--- config.mk ---
export PLATFORM = sky130hd
export DESIGN_NAME = vbe_error_flags
export DESIGN_NICKNAME = d
export VERILOG_FILES = /design/src/hw/vbe_pkg.sv /design/src/hw/vbe_error_flags.sv
export SDC_FILE = /design/constraint.sdc
export NUM_CORES = 1
export LEC_CHECK = 0
export ABC_AREA = 1
export BUFFER_PORTS_ARGS = -buffer_cell sky130_fd_sc_hd__buf_2
export CORE_UTILIZATION = 40
export DETAILED_ROUTE_END_ITERATION = 8
export MAX_ROUTING_LAYER = met4
export PLACE_DENSITY = 0.64
export SETUP_SLACK_MARGIN = 0.15
export SKIP_LAST_GASP = 1
export SYNTH_ARGS = -nofsm -noshare
export SYNTH_HDL_FRONTEND = slang
export SYNTH_SLANG_ARGS = --single-unit
--- constraint.sdc ---
create_clock -name core_clk -period 2.34 [get_ports core_clk]
set_input_delay 0 -clock core_clk [delete_from_list [all_inputs] [get_ports core_clk]]
set_output_delay 0 -clock core_clk [all_outputs]
set_load 0.03 [all_outputs]
--- src/hw/vbe_pkg.sv ---
package vbe_pkg;
    // register byte addresses (printed offset 0xF7 is not a multiple of four)
    localparam logic [7:0]  ERR_IDX        = 8'hF7;
    localparam logic [11:0] ERR_ADDR       = 12'h3DC;
    localparam logic [11:0] CTRL_ADDR      = 12'h000;
    localparam logic [11:0] RXD_ADDR       = 12'h004;
    localparam logic [11:0] TXD_ADDR       = 12'h008;
    // error register field positions
    localparam int          BIT_TTO        = 7;
    localparam int          BIT_TX_UNDERFLOW_FLAG       = 6;
    localparam int          BIT_RX_OVERRUN_FLAG       = 5;
    localparam int          BIT_TRA        = 4;
    localparam int          BIT_RX_BREAK_FLAG       = 3;
    localparam int          BIT_RX_CHECKSUM_ERROR_FLAG       = 2;
    localparam int          BIT_IFD        = 1;
    localparam int          BIT_IBD        = 0;
    // control register field positions
    localparam int          BIT_EN         = 0;
    localparam int          BIT_FRZ        = 1;
    localparam int          BIT_QUAD       = 2;
    localparam int          BIT_NFL        = 3;
    localparam int          BIT_SLEEP      = 4;
    localparam int          BIT_CRCAPP     = 5;
    // reset values
    localparam logic [7:0]  ERR_RST        = 8'h00;
    localparam logic [5:0]  CTRL_RST       = 6'h02;
    // timing counts in prescaled ticks; clock and tick periods in ns, prescaler in cycles, byte limit
    localparam logic [11:0] TTO_STD        = 12'd1000;
    localparam logic [11:0] TTO_QUAD       = 12'd4000;
    localparam int          TICK_NS        = 1000;
    localparam int          CLK_NS         = 10;
    localparam int          PRESC_CYC      = TICK_NS / CLK_NS;
    localparam int          FILT_US        = 7;
    localparam int          TV1_US         = 35;
    localparam int          SYM_MID_US     = 96;
    localparam int          SOF_MIN_US     = 163;
    localparam int          EOD_US         = 163;
    localparam int          EOF_US         = 239;
    localparam int          BRK_US         = 240;
    localparam logic [3:0]  MAX_BYTES      = 4'd12;
endpackage : vbe_pkg

--- src/hw/vbe_error_flags.sv ---
module vbe_error_flags #(
    parameter int TIMEOUT_STD = 1000,
    parameter int TIMEOUT_QUAD = 4000
) (
    input  wire logic        core_clk,
    input  wire logic        reset_n,
    input  wire logic        psel,
    input  wire logic        penable,
    input  wire logic        pwrite,
    input  wire logic [11:0] paddr,
    input  wire logic [31:0] pwdata,
    output logic      [31:0] prdata,
    output logic             pready,
    output logic             pslverr,
    input  wire logic        bus_rx_pin,
    output logic             bus_tx_pin,
    input  wire logic        tx_abort_evt,
    output logic             tx_ready_flag
);
    typedef enum logic [3:0] {
        RX_IDLE = 4'b0001,
        RX_SOF  = 4'b0010,
        RX_DATA = 4'b0100,
        RX_HOLD = 4'b1000
    } vbe_rx_e;

    typedef struct packed {
        logic [1:0]  rx_sync;
        logic        rx_lvl;
        logic [7:0]  presc;
        logic [11:0] tto_cnt;
        logic [9:0]  lvl_us;
        logic [5:0]  ctrl;
        logic [7:0]  err;
        logic [7:0]  rx_byte_reg;
        logic        rx_full;
        logic [7:0]  rx_shift;
        logic [2:0]  bit_cnt;
        logic [3:0]  byte_cnt;
        logic [7:0]  crc;
        logic        eod_seen;
        vbe_rx_e     rx_st;
        logic        in_brk;
        logic [7:0]  tx_byte_reg;
        logic        tx_q;
        logic        tx_busy;
        logic [3:0]  tx_bits;
        logic        tx_ready;
        logic        bus_tx;
        logic [31:0] rdata;
        logic        rdy;
        logic        serr;
    } vbe_st_s;

    vbe_st_s st_ff;
    vbe_st_s nxt_st;

    function automatic logic [7:0] crc8(input logic [7:0] c, input logic b);
        logic fb;
        fb = c[7] ^ b;
        crc8 = {c[6:0], 1'b0} ^ (fb ? 8'h1D : 8'h00);
    endfunction : crc8

    localparam logic [11:0] TTO_N = 12'(TIMEOUT_STD);
    localparam logic [11:0] TTO_Q = 12'(TIMEOUT_QUAD);

    logic        tick;
    logic        en;
    logic        frz;
    logic        quiet;
    logic        sym_end;
    logic        ev_ibd;
    logic        ev_ifd;
    logic        ev_crc;
    logic        ev_brk;
    logic        ev_tto;
    logic        ev_rx_overrun_flag;
    logic        ev_tx_underflow_flag;
    logic        ev_eof;
    logic        rd_err;
    logic        acc;
    logic        done;
    logic        dbit;
    logic [7:0]  set_v;
    logic [7:0]  clr_v;
    logic [9:0]  len;

    always_comb begin
        nxt_st = st_ff;
        // taken on the first access edge, committed on the completion edge
        acc = psel && penable && !st_ff.rdy;
        done = psel && penable && st_ff.rdy;
        rd_err = done && !pwrite && paddr == vbe_pkg::ERR_ADDR;
        en = st_ff.ctrl[vbe_pkg::BIT_EN];
        frz = st_ff.ctrl[vbe_pkg::BIT_FRZ];
        nxt_st.rx_sync = {st_ff.rx_sync[0], bus_rx_pin};
        // one prescaled tick per microsecond
        // single tick
        tick = st_ff.presc == 8'(vbe_pkg::PRESC_CYC - 1);
        nxt_st.presc = tick ? 8'h00 : st_ff.presc + 8'h01;
        ev_ibd = 1'b0;
        ev_ifd = 1'b0;
        ev_crc = 1'b0;
        ev_brk = 1'b0;
        ev_tto = 1'b0;
        ev_rx_overrun_flag = 1'b0;
        ev_tx_underflow_flag = 1'b0;
        ev_eof = 1'b0;
        len = st_ff.lvl_us;
        dbit = st_ff.rx_lvl ^ (len > 10'(vbe_pkg::SYM_MID_US));
        quiet = st_ff.ctrl[vbe_pkg::BIT_SLEEP] && !st_ff.tx_busy;
        sym_end = tick && st_ff.rx_sync[1] != st_ff.rx_lvl;
        if (tick) begin
            nxt_st.rx_lvl = st_ff.rx_sync[1];
            nxt_st.lvl_us = sym_end ? 10'd1 : (&st_ff.lvl_us ? st_ff.lvl_us
                                               : st_ff.lvl_us + 10'd1);
        end
        if (tick && st_ff.rx_lvl && !st_ff.in_brk && st_ff.lvl_us ==
            10'(st_ff.ctrl[vbe_pkg::BIT_QUAD] ? vbe_pkg::BRK_US * 4 : vbe_pkg::BRK_US)) begin
            ev_brk = 1'b1;
        end
        if (tick && !st_ff.rx_lvl && st_ff.lvl_us == 10'(vbe_pkg::EOF_US)) begin
            ev_eof = 1'b1;
        end
        if (ev_brk) begin
            nxt_st.in_brk = 1'b1;
            nxt_st.rx_st = RX_HOLD;
        end
        if (ev_eof) begin
            nxt_st.in_brk = 1'b0;
            nxt_st.rx_st = RX_SOF;
            nxt_st.byte_cnt = 4'h0;
            nxt_st.eod_seen = 1'b0;
        end else if (tick && !st_ff.rx_lvl && st_ff.lvl_us == 10'(vbe_pkg::EOD_US)) begin
            unique case (st_ff.rx_st)
                RX_DATA: begin
                    if (st_ff.bit_cnt != 3'd0) begin
                        ev_ifd = 1'b1;
                    end else begin
                        ev_crc = st_ff.crc != 8'hC4;
                        nxt_st.crc = 8'hFF;
                        ev_ifd = st_ff.eod_seen;
                        nxt_st.eod_seen = 1'b1;
                    end
                end
                RX_IDLE, RX_SOF, RX_HOLD: begin
                end
            endcase
        end
        if (sym_end && st_ff.rx_st != RX_HOLD) begin
            if (len > 10'(vbe_pkg::FILT_US) && len < 10'(vbe_pkg::TV1_US)) begin
                ev_ibd = 1'b1;
            end else if (st_ff.rx_lvl && len >= 10'(vbe_pkg::SOF_MIN_US)) begin
                ev_ifd = st_ff.rx_st == RX_DATA;
                nxt_st.rx_st = RX_DATA;
                nxt_st.crc = 8'hFF;
                nxt_st.bit_cnt = 3'd0;
            end else if (st_ff.rx_lvl && st_ff.rx_st == RX_SOF) begin
                ev_ifd = 1'b1;
            end else if (st_ff.rx_st == RX_DATA) begin
                nxt_st.rx_shift = {st_ff.rx_shift[6:0], dbit};
                nxt_st.crc = crc8(st_ff.crc, dbit);
                nxt_st.bit_cnt = st_ff.bit_cnt + 3'd1;
                if (!st_ff.ctrl[vbe_pkg::BIT_NFL] && st_ff.byte_cnt == vbe_pkg::MAX_BYTES) begin
                    ev_ifd = 1'b1;
                end
                if (st_ff.bit_cnt == 3'd7) begin
                    nxt_st.byte_cnt = st_ff.byte_cnt + 4'h1;
                    if (!st_ff.ctrl[vbe_pkg::BIT_SLEEP]) begin
                        ev_rx_overrun_flag = st_ff.rx_full;
                        nxt_st.rx_byte_reg = {st_ff.rx_shift[6:0], dbit};
                        nxt_st.rx_full = 1'b1;
                    end
                end
            end
        end
        if (quiet) begin
            ev_ibd = 1'b0;
            ev_ifd = 1'b0;
            ev_crc = 1'b0;
        end
        if (ev_ibd || ev_ifd || ev_crc) begin
            nxt_st.rx_st = RX_HOLD;
            nxt_st.tx_q = 1'b0;
        end
        if (ev_brk) begin
            nxt_st.tx_q = 1'b0;
            nxt_st.tx_busy = 1'b0;
        end
        // transmit byte engine, one bit per tick
        if (tick && st_ff.tx_busy) begin
            nxt_st.tx_bits = st_ff.tx_bits - 4'h1;
            if (st_ff.tx_bits == 4'h1) begin
                if (st_ff.tx_q) begin
                    nxt_st.tx_q = 1'b0;
                    nxt_st.tx_bits = 4'd8;
                    nxt_st.tx_ready = 1'b1;
                end else if (!st_ff.ctrl[vbe_pkg::BIT_CRCAPP]) begin
                    ev_tx_underflow_flag = 1'b1;
                    nxt_st.tx_byte_reg = ~st_ff.crc;
                    nxt_st.tx_bits = 4'd8;
                    nxt_st.ctrl[vbe_pkg::BIT_CRCAPP] = 1'b1;
                end else begin
                    nxt_st.tx_busy = 1'b0;
                end
            end
        end
        nxt_st.bus_tx = st_ff.tx_busy && !st_ff.err[vbe_pkg::BIT_TTO] && en;
        if (tick) begin
            nxt_st.tto_cnt = st_ff.bus_tx ? st_ff.tto_cnt + 12'h001 : 12'h000;
        end
        if (tick && st_ff.bus_tx && st_ff.tto_cnt ==
            (st_ff.ctrl[vbe_pkg::BIT_QUAD] ? TTO_Q : TTO_N) - 12'h001) begin
            ev_tto = 1'b1;
        end
        if (ev_tto || st_ff.err[vbe_pkg::BIT_TTO]) begin
            nxt_st.bus_tx = 1'b0;
            nxt_st.tx_busy = 1'b0;
            nxt_st.tx_q = 1'b0;
        end
        // apb slave, one wait state; effects land on the completion edge
        nxt_st.rdy = acc;
        nxt_st.serr = 1'b0;
        nxt_st.rdata = 32'h0000_0000;
        if (acc) begin
            unique case (paddr)
                vbe_pkg::CTRL_ADDR: begin
                    nxt_st.rdata = {26'h0, st_ff.ctrl};
                end
                vbe_pkg::RXD_ADDR: begin
                    nxt_st.rdata = {23'h0, st_ff.rx_full, st_ff.rx_byte_reg};
                end
                vbe_pkg::TXD_ADDR: begin
                    nxt_st.rdata = {23'h0, st_ff.tx_ready, st_ff.tx_byte_reg};
                end
                vbe_pkg::ERR_ADDR: begin
                    nxt_st.rdata = {24'h0, st_ff.err};
                end
                default: begin
                    nxt_st.serr = 1'b1;
                end
            endcase
        end
        if (done) begin
            unique case (paddr)
                vbe_pkg::CTRL_ADDR: begin
                    if (pwrite) begin
                        nxt_st.ctrl = pwdata[5:0];
                    end
                end
                vbe_pkg::RXD_ADDR: begin
                    if (!pwrite) begin
                        nxt_st.rx_full = 1'b0;
                    end
                end
                vbe_pkg::TXD_ADDR: begin
                    if (pwrite && !tx_abort_evt) begin
                        nxt_st.tx_byte_reg = pwdata[7:0];
                        nxt_st.ctrl[vbe_pkg::BIT_CRCAPP] = pwdata[8];
                        nxt_st.tx_ready = 1'b0;
                        if (st_ff.tx_busy) begin
                            nxt_st.tx_q = 1'b1;
                        end else begin
                            nxt_st.tx_busy = 1'b1;
                            nxt_st.tx_bits = 4'd8;
                        end
                    end
                end
                vbe_pkg::ERR_ADDR: begin
                end
                default: begin
                end
            endcase
        end
        set_v = 8'h00;
        set_v[vbe_pkg::BIT_TTO] = ev_tto;
        set_v[vbe_pkg::BIT_TX_UNDERFLOW_FLAG] = ev_tx_underflow_flag;
        set_v[vbe_pkg::BIT_RX_OVERRUN_FLAG] = ev_rx_overrun_flag;
        set_v[vbe_pkg::BIT_TRA] = tx_abort_evt;
        set_v[vbe_pkg::BIT_RX_BREAK_FLAG] = ev_brk;
        set_v[vbe_pkg::BIT_RX_CHECKSUM_ERROR_FLAG] = ev_crc && st_ff.rx_st != RX_HOLD;
        set_v[vbe_pkg::BIT_IFD] = ev_ifd && st_ff.rx_st != RX_HOLD;
        set_v[vbe_pkg::BIT_IBD] = ev_ibd;
        clr_v = rd_err ? st_ff.rdata[7:0] : 8'h00;
        clr_v[vbe_pkg::BIT_TTO] = 1'b0;
        if (st_ff.in_brk) begin
            clr_v[vbe_pkg::BIT_RX_BREAK_FLAG] = 1'b0;
        end
        nxt_st.err = (st_ff.err & ~clr_v) | set_v;
        if (!en || frz) begin
            nxt_st.err = vbe_pkg::ERR_RST;
            nxt_st.rx_st = RX_IDLE;
            nxt_st.tx_busy = 1'b0;
            nxt_st.tx_q = 1'b0;
            nxt_st.bus_tx = 1'b0;
            nxt_st.tto_cnt = 12'h000;
            nxt_st.in_brk = 1'b0;
            nxt_st.tx_ready = 1'b1;
            nxt_st.lvl_us = 10'd0;
            nxt_st.byte_cnt = 4'h0;
            nxt_st.eod_seen = 1'b0;
        end else if (st_ff.rx_st == RX_IDLE) begin
            nxt_st.rx_st = RX_HOLD;
        end
        // sleep after timeout
        if (ev_tto) begin
            nxt_st.ctrl[vbe_pkg::BIT_SLEEP] = 1'b1;
        end
    end

    always_ff @(posedge core_clk or negedge reset_n) begin
        if (!reset_n) begin
            st_ff <= '{rx_st: RX_IDLE, ctrl: vbe_pkg::CTRL_RST, err: vbe_pkg::ERR_RST,
                       tx_ready: 1'b1, crc: 8'hFF, default: '0};
        end else begin
            st_ff <= nxt_st;
        end
    end

    assign prdata = st_ff.rdata;
    assign pready = st_ff.rdy;
    assign pslverr = st_ff.serr;
    assign bus_tx_pin = st_ff.bus_tx;
    assign tx_ready_flag = st_ff.tx_ready;
endmodule : vbe_error_flags

==> results.py <==
metrics = {
    "finish": {
        "postLayoutCoreUtil": 0.466,
        "area_growth_pct": 14.2,
        "layout_commonest_cell": "nand2_1",
        "layout_common_cells": "nand2_1 (151), inv_1 (107), dfrtp_1 (100), nor2_1 (60), nand3_1 (45)",
        "diodes": 0,
        "fin_nets": 901,
        "final_cells": 1031,
        "drive_above_1_share": 0.172,
        "stdcell_area_um2": 7090,
    },
    "floorplanning": {
        "die_w_um": 127,
        "rows": 45,
        "die_h_um": 127,
        "ios": 87,
        "dieArea_um2": 16000,
        "design.core.area_um2": 15200,
        "initial_core_util": 0.408,
    },
    "route": {
        "vias_per_cell": 5.06,
        "drtIter0Drc": 450,
        "vias": 5218,
        "postRouteWirelength_mm": 14.5,
        "firstDrtPassIters": 5,
        "drc": 0,
        "wl_per_cell_um": 14.0,
        "antenna_left": 0,
    },
    "hold_path": {
        "hold_depth": 6,
        "min_path_type": "in2reg",
        "hold_path_end": "st_ff[37]",
        "hp-start": "paddr[3]",
    },
    "placed_design": {
        "place_congestion": 0.865,
        "place_inst": 991,
        "dpl.hpwl_mm": 10.4,
        "io_buffers": 40,
        "dp_slack_ns": 0.177,
        "place_area_um2": 6510,
    },
    "worst_setup_path": {
        "reg2reg_to": "st_ff[83]",
        "slowest_delay_ns": 0.41,
        "arrival_ns": 2.35,
        "rr_worst_depth": 11,
        "cpLargestDelayFamily": "simple AND/OR/NAND/NOR gates",
        "worstPathRequired_ns": 2.59,
        "timing.rr.start": "st_ff[124]",
        "crit_path_end_kind": "flop",
        "startpoint_type": "flop",
        "path_cells": "ha_4 -> nand4_1 -> nor2_4 -> nand3_2 -> nor2_4 -> nand2_4 -> nor2_4 -> buf_6 -> nand3_4 -> nand2_1 -> o21ai_2",
        "critPathSlowestCell": "dfrtp_1",
        "critPathKind": "reg2reg",
        "r2r_setup_slack_ns": 0.23,
        "critical_path_buf_inv_count": 1,
        "cp_common_cell": "nor2_4",
        "path_max_fanout": 7,
    },
    "clock_tree": {
        "clk_latency_ns": 0.35,
        "htree_num_levels": 3,
        "cts_root_buffer": "clkbuf_16",
        "clock_sinks": 111,
        "path_clk_slew_ns": 0.07,
        "cts_tree": "yes",
        "cts_buffer_depth": 2,
        "cts_buffers": 9,
    },
    "pwr": {
        "p_sw_mw": 0.834,
        "p_seq_frac": 0.542,
        "combPwrFrac": 0.054,
        "total_power_mw": 3.57,
        "p_leak_nw": 3.43,
        "ir_worst_vdd_mv": 0.402,
        "p_int_mw": 2.74,
        "sw_frac_of_total": 0.234,
        "pwr_density_cell_nw_per_um2": 504,
        "clockPowerShare": 0.404,
    },
    "timing": {
        "hold_ws_ns": 0.173,
        "grt_setup_unrepaired": "yes",
        "clock_skew_ns": 0.00854,
        "setup_viol": 0,
        "fin_crit_ns": 2.11,
        "fin_setup_tns_ns": 0,
        "max_slew_margin": 0.483,
        "hold_viol": 0,
        "setup_slack_ns": 0.232,
        "slew_violations": 0,
        "period_share": 0.901,
        "tightest_slew_ns": 0.775,
        "fmax_ghz": 0.474,
    },
    "synthesis": {
        "syn_area_per_cell_um2": 8.04,
        "ys_warn_count": 0,
        "yosys.area.top_type": "dfrtp_1",
        "synth_seq_area_share": 0.450,
        "syn_area_um2": 6210,
        "synth_top_area_share": 0.403,
        "synth_async_sr_flop_share": 1.00,
        "synth_seq_cells": 111,
        "synth_ff_type": "dfrtp_1",
        "synth_area_leaders": "dfrtp_1 (40%), nand2_1 (9.6%), inv_1 (6.5%)",
        "synth_edf_count": 0,
        "synth_cell_types": 51,
        "synth_cells": 772,
    },
    "global_routing": {
        "track_usage": 0.196,
        "grt_pass1_vias": 4930,
        "grt-ovfl-total": 0,
        "grt_pass1_wl_mm": 23.9,
        "antenna_found_initial": 0,
        "grt_max_degree": 56,
    },
    "job": {
        "cap_violations": 0,
    },
    "outcome": {
        "status": "finished, final reports clean",
    },
}
[power by group through the flow]
stage                     combinational, mW  sequential [mW]  clock [mW]
final                                 0.194             1.93        1.44
after CTS                             0.197             1.93        1.49
after global placement                0.175             1.97           0
after global routing                  0.218             1.93        1.56
after floorplan                       0.114             1.97           0
after detailed placement              0.176             1.97           0
[what timing repair did]
action	CTS	global route
resized for setup	0	21
buffers inserted	0	6
hold buffers	16	0
setup endpoints to repair	0	31
endpoints found under the hold margin	66	0
[cells in the mapped netlist (2+ instances only)]
| cell type | count |
|---|---|
| dfrtp_1 | 100 |
| o211ai_1 | 9 |
| buf_4 | 33 |
| nor4_1 | 4 |
| a41oi_1 | 3 |
| a21oi_1 | 44 |
| o32ai_1 | 2 |
| clkinv_1 | 2 |
| a21oi_2 | 2 |
| nor2_2 | 7 |
| nand2_1 | 159 |
| nor2_1 | 62 |
| nand2_2 | 7 |
| o22ai_1 | 2 |
| clkbuf_1 | 4 |
| nand3_1 | 45 |
| o21ai_0 | 44 |
| nand4_1 | 17 |
| o21ai_2 | 8 |
| nor3_1 | 19 |
| ha_1 | 12 |
| or2_2 | 3 |
| o2111ai_1 | 3 |
| inv_2 | 6 |
| buf_6 | 4 |
| a31oi_1 | 4 |
| o21bai_1 | 2 |
| nand2_4 | 3 |
| o31ai_1 | 2 |
| inv_1 | 107 |
| dfstp_2 | 11 |
| o21ai_1 | 11 |
| xor2_1 | 9 |
| nor2_4 | 4 |
| buf_2 | 2 |
[cells by family after synthesis]
logic type,share of synthesized area
compound gates,0.136
fa+ha+maj,0.0242
simple gates,0.250
mux,0.00181
buf+inv,0.121
flops,0.450
xor+xnor,0.0167
other cells,0.000604
[layer usage]
layer  up-vias  wire (µm)  part of all wire  track usage
li1       2605          -                 -            -
met1      2458       6890              0.48        0.256
met2       140       6770              0.47        0.309
met3        15        595             0.041       0.0392
met4         0        219             0.015       0.0532
met5         -          0                 0            -
[worst register-to-register path, delay by kind of cell, from the launching register on]
family	cells	cell delay [ns]
AOI/OAI and AO/OA	1	0.05
DFF	1	0.41
and+or+nand+nor	8	1.22
buffers and inverters	1	0.16
adders and majority gates	1	0.17
[worst max-delay path by stage]
stage	start	endpoint	slack, ns	cells past startpoint
4_1_cts	st_ff[124]	st_ff[82]	0.16	10
5_1_grt	st_ff[124]	st_ff[86]	0.10	11
6_report	st_ff[124]	st_ff[83]	0.23	11
3_3_place_gp	st_ff[124]	st_ff[80]	0.23	10
2_1_floorplan	st_ff[124]	st_ff[87]	0.56	11
3_5_place_dp	st_ff[124]	st_ff[82]	0.18	10
[final cells by class]
| type | instances | area (µm²) |
|---|---|---|
| inverter | 115 | 432 |
| clock inverter | 3 | 20.0 |
| sequential | 111 | 2790 |
| clock buffer | 13 | 250 |
| multi-input combinational | 527 | 2840 |
| timing repair buffer | 74 | 522 |
| fill | 1508 | 8110 |
| tap | 188 | 235 |
[sequential cells by signal, indices dropped and copies added, names as in the netlist]
register	flops
st_ff	85
len	10
prdata	9
bus_tx_pin	1
en	1
frz	1
nxt_st	1
pready	1
pslverr	1
tx_ready_flag	1
Note: power is estimated with default switching activity, not from simulation.
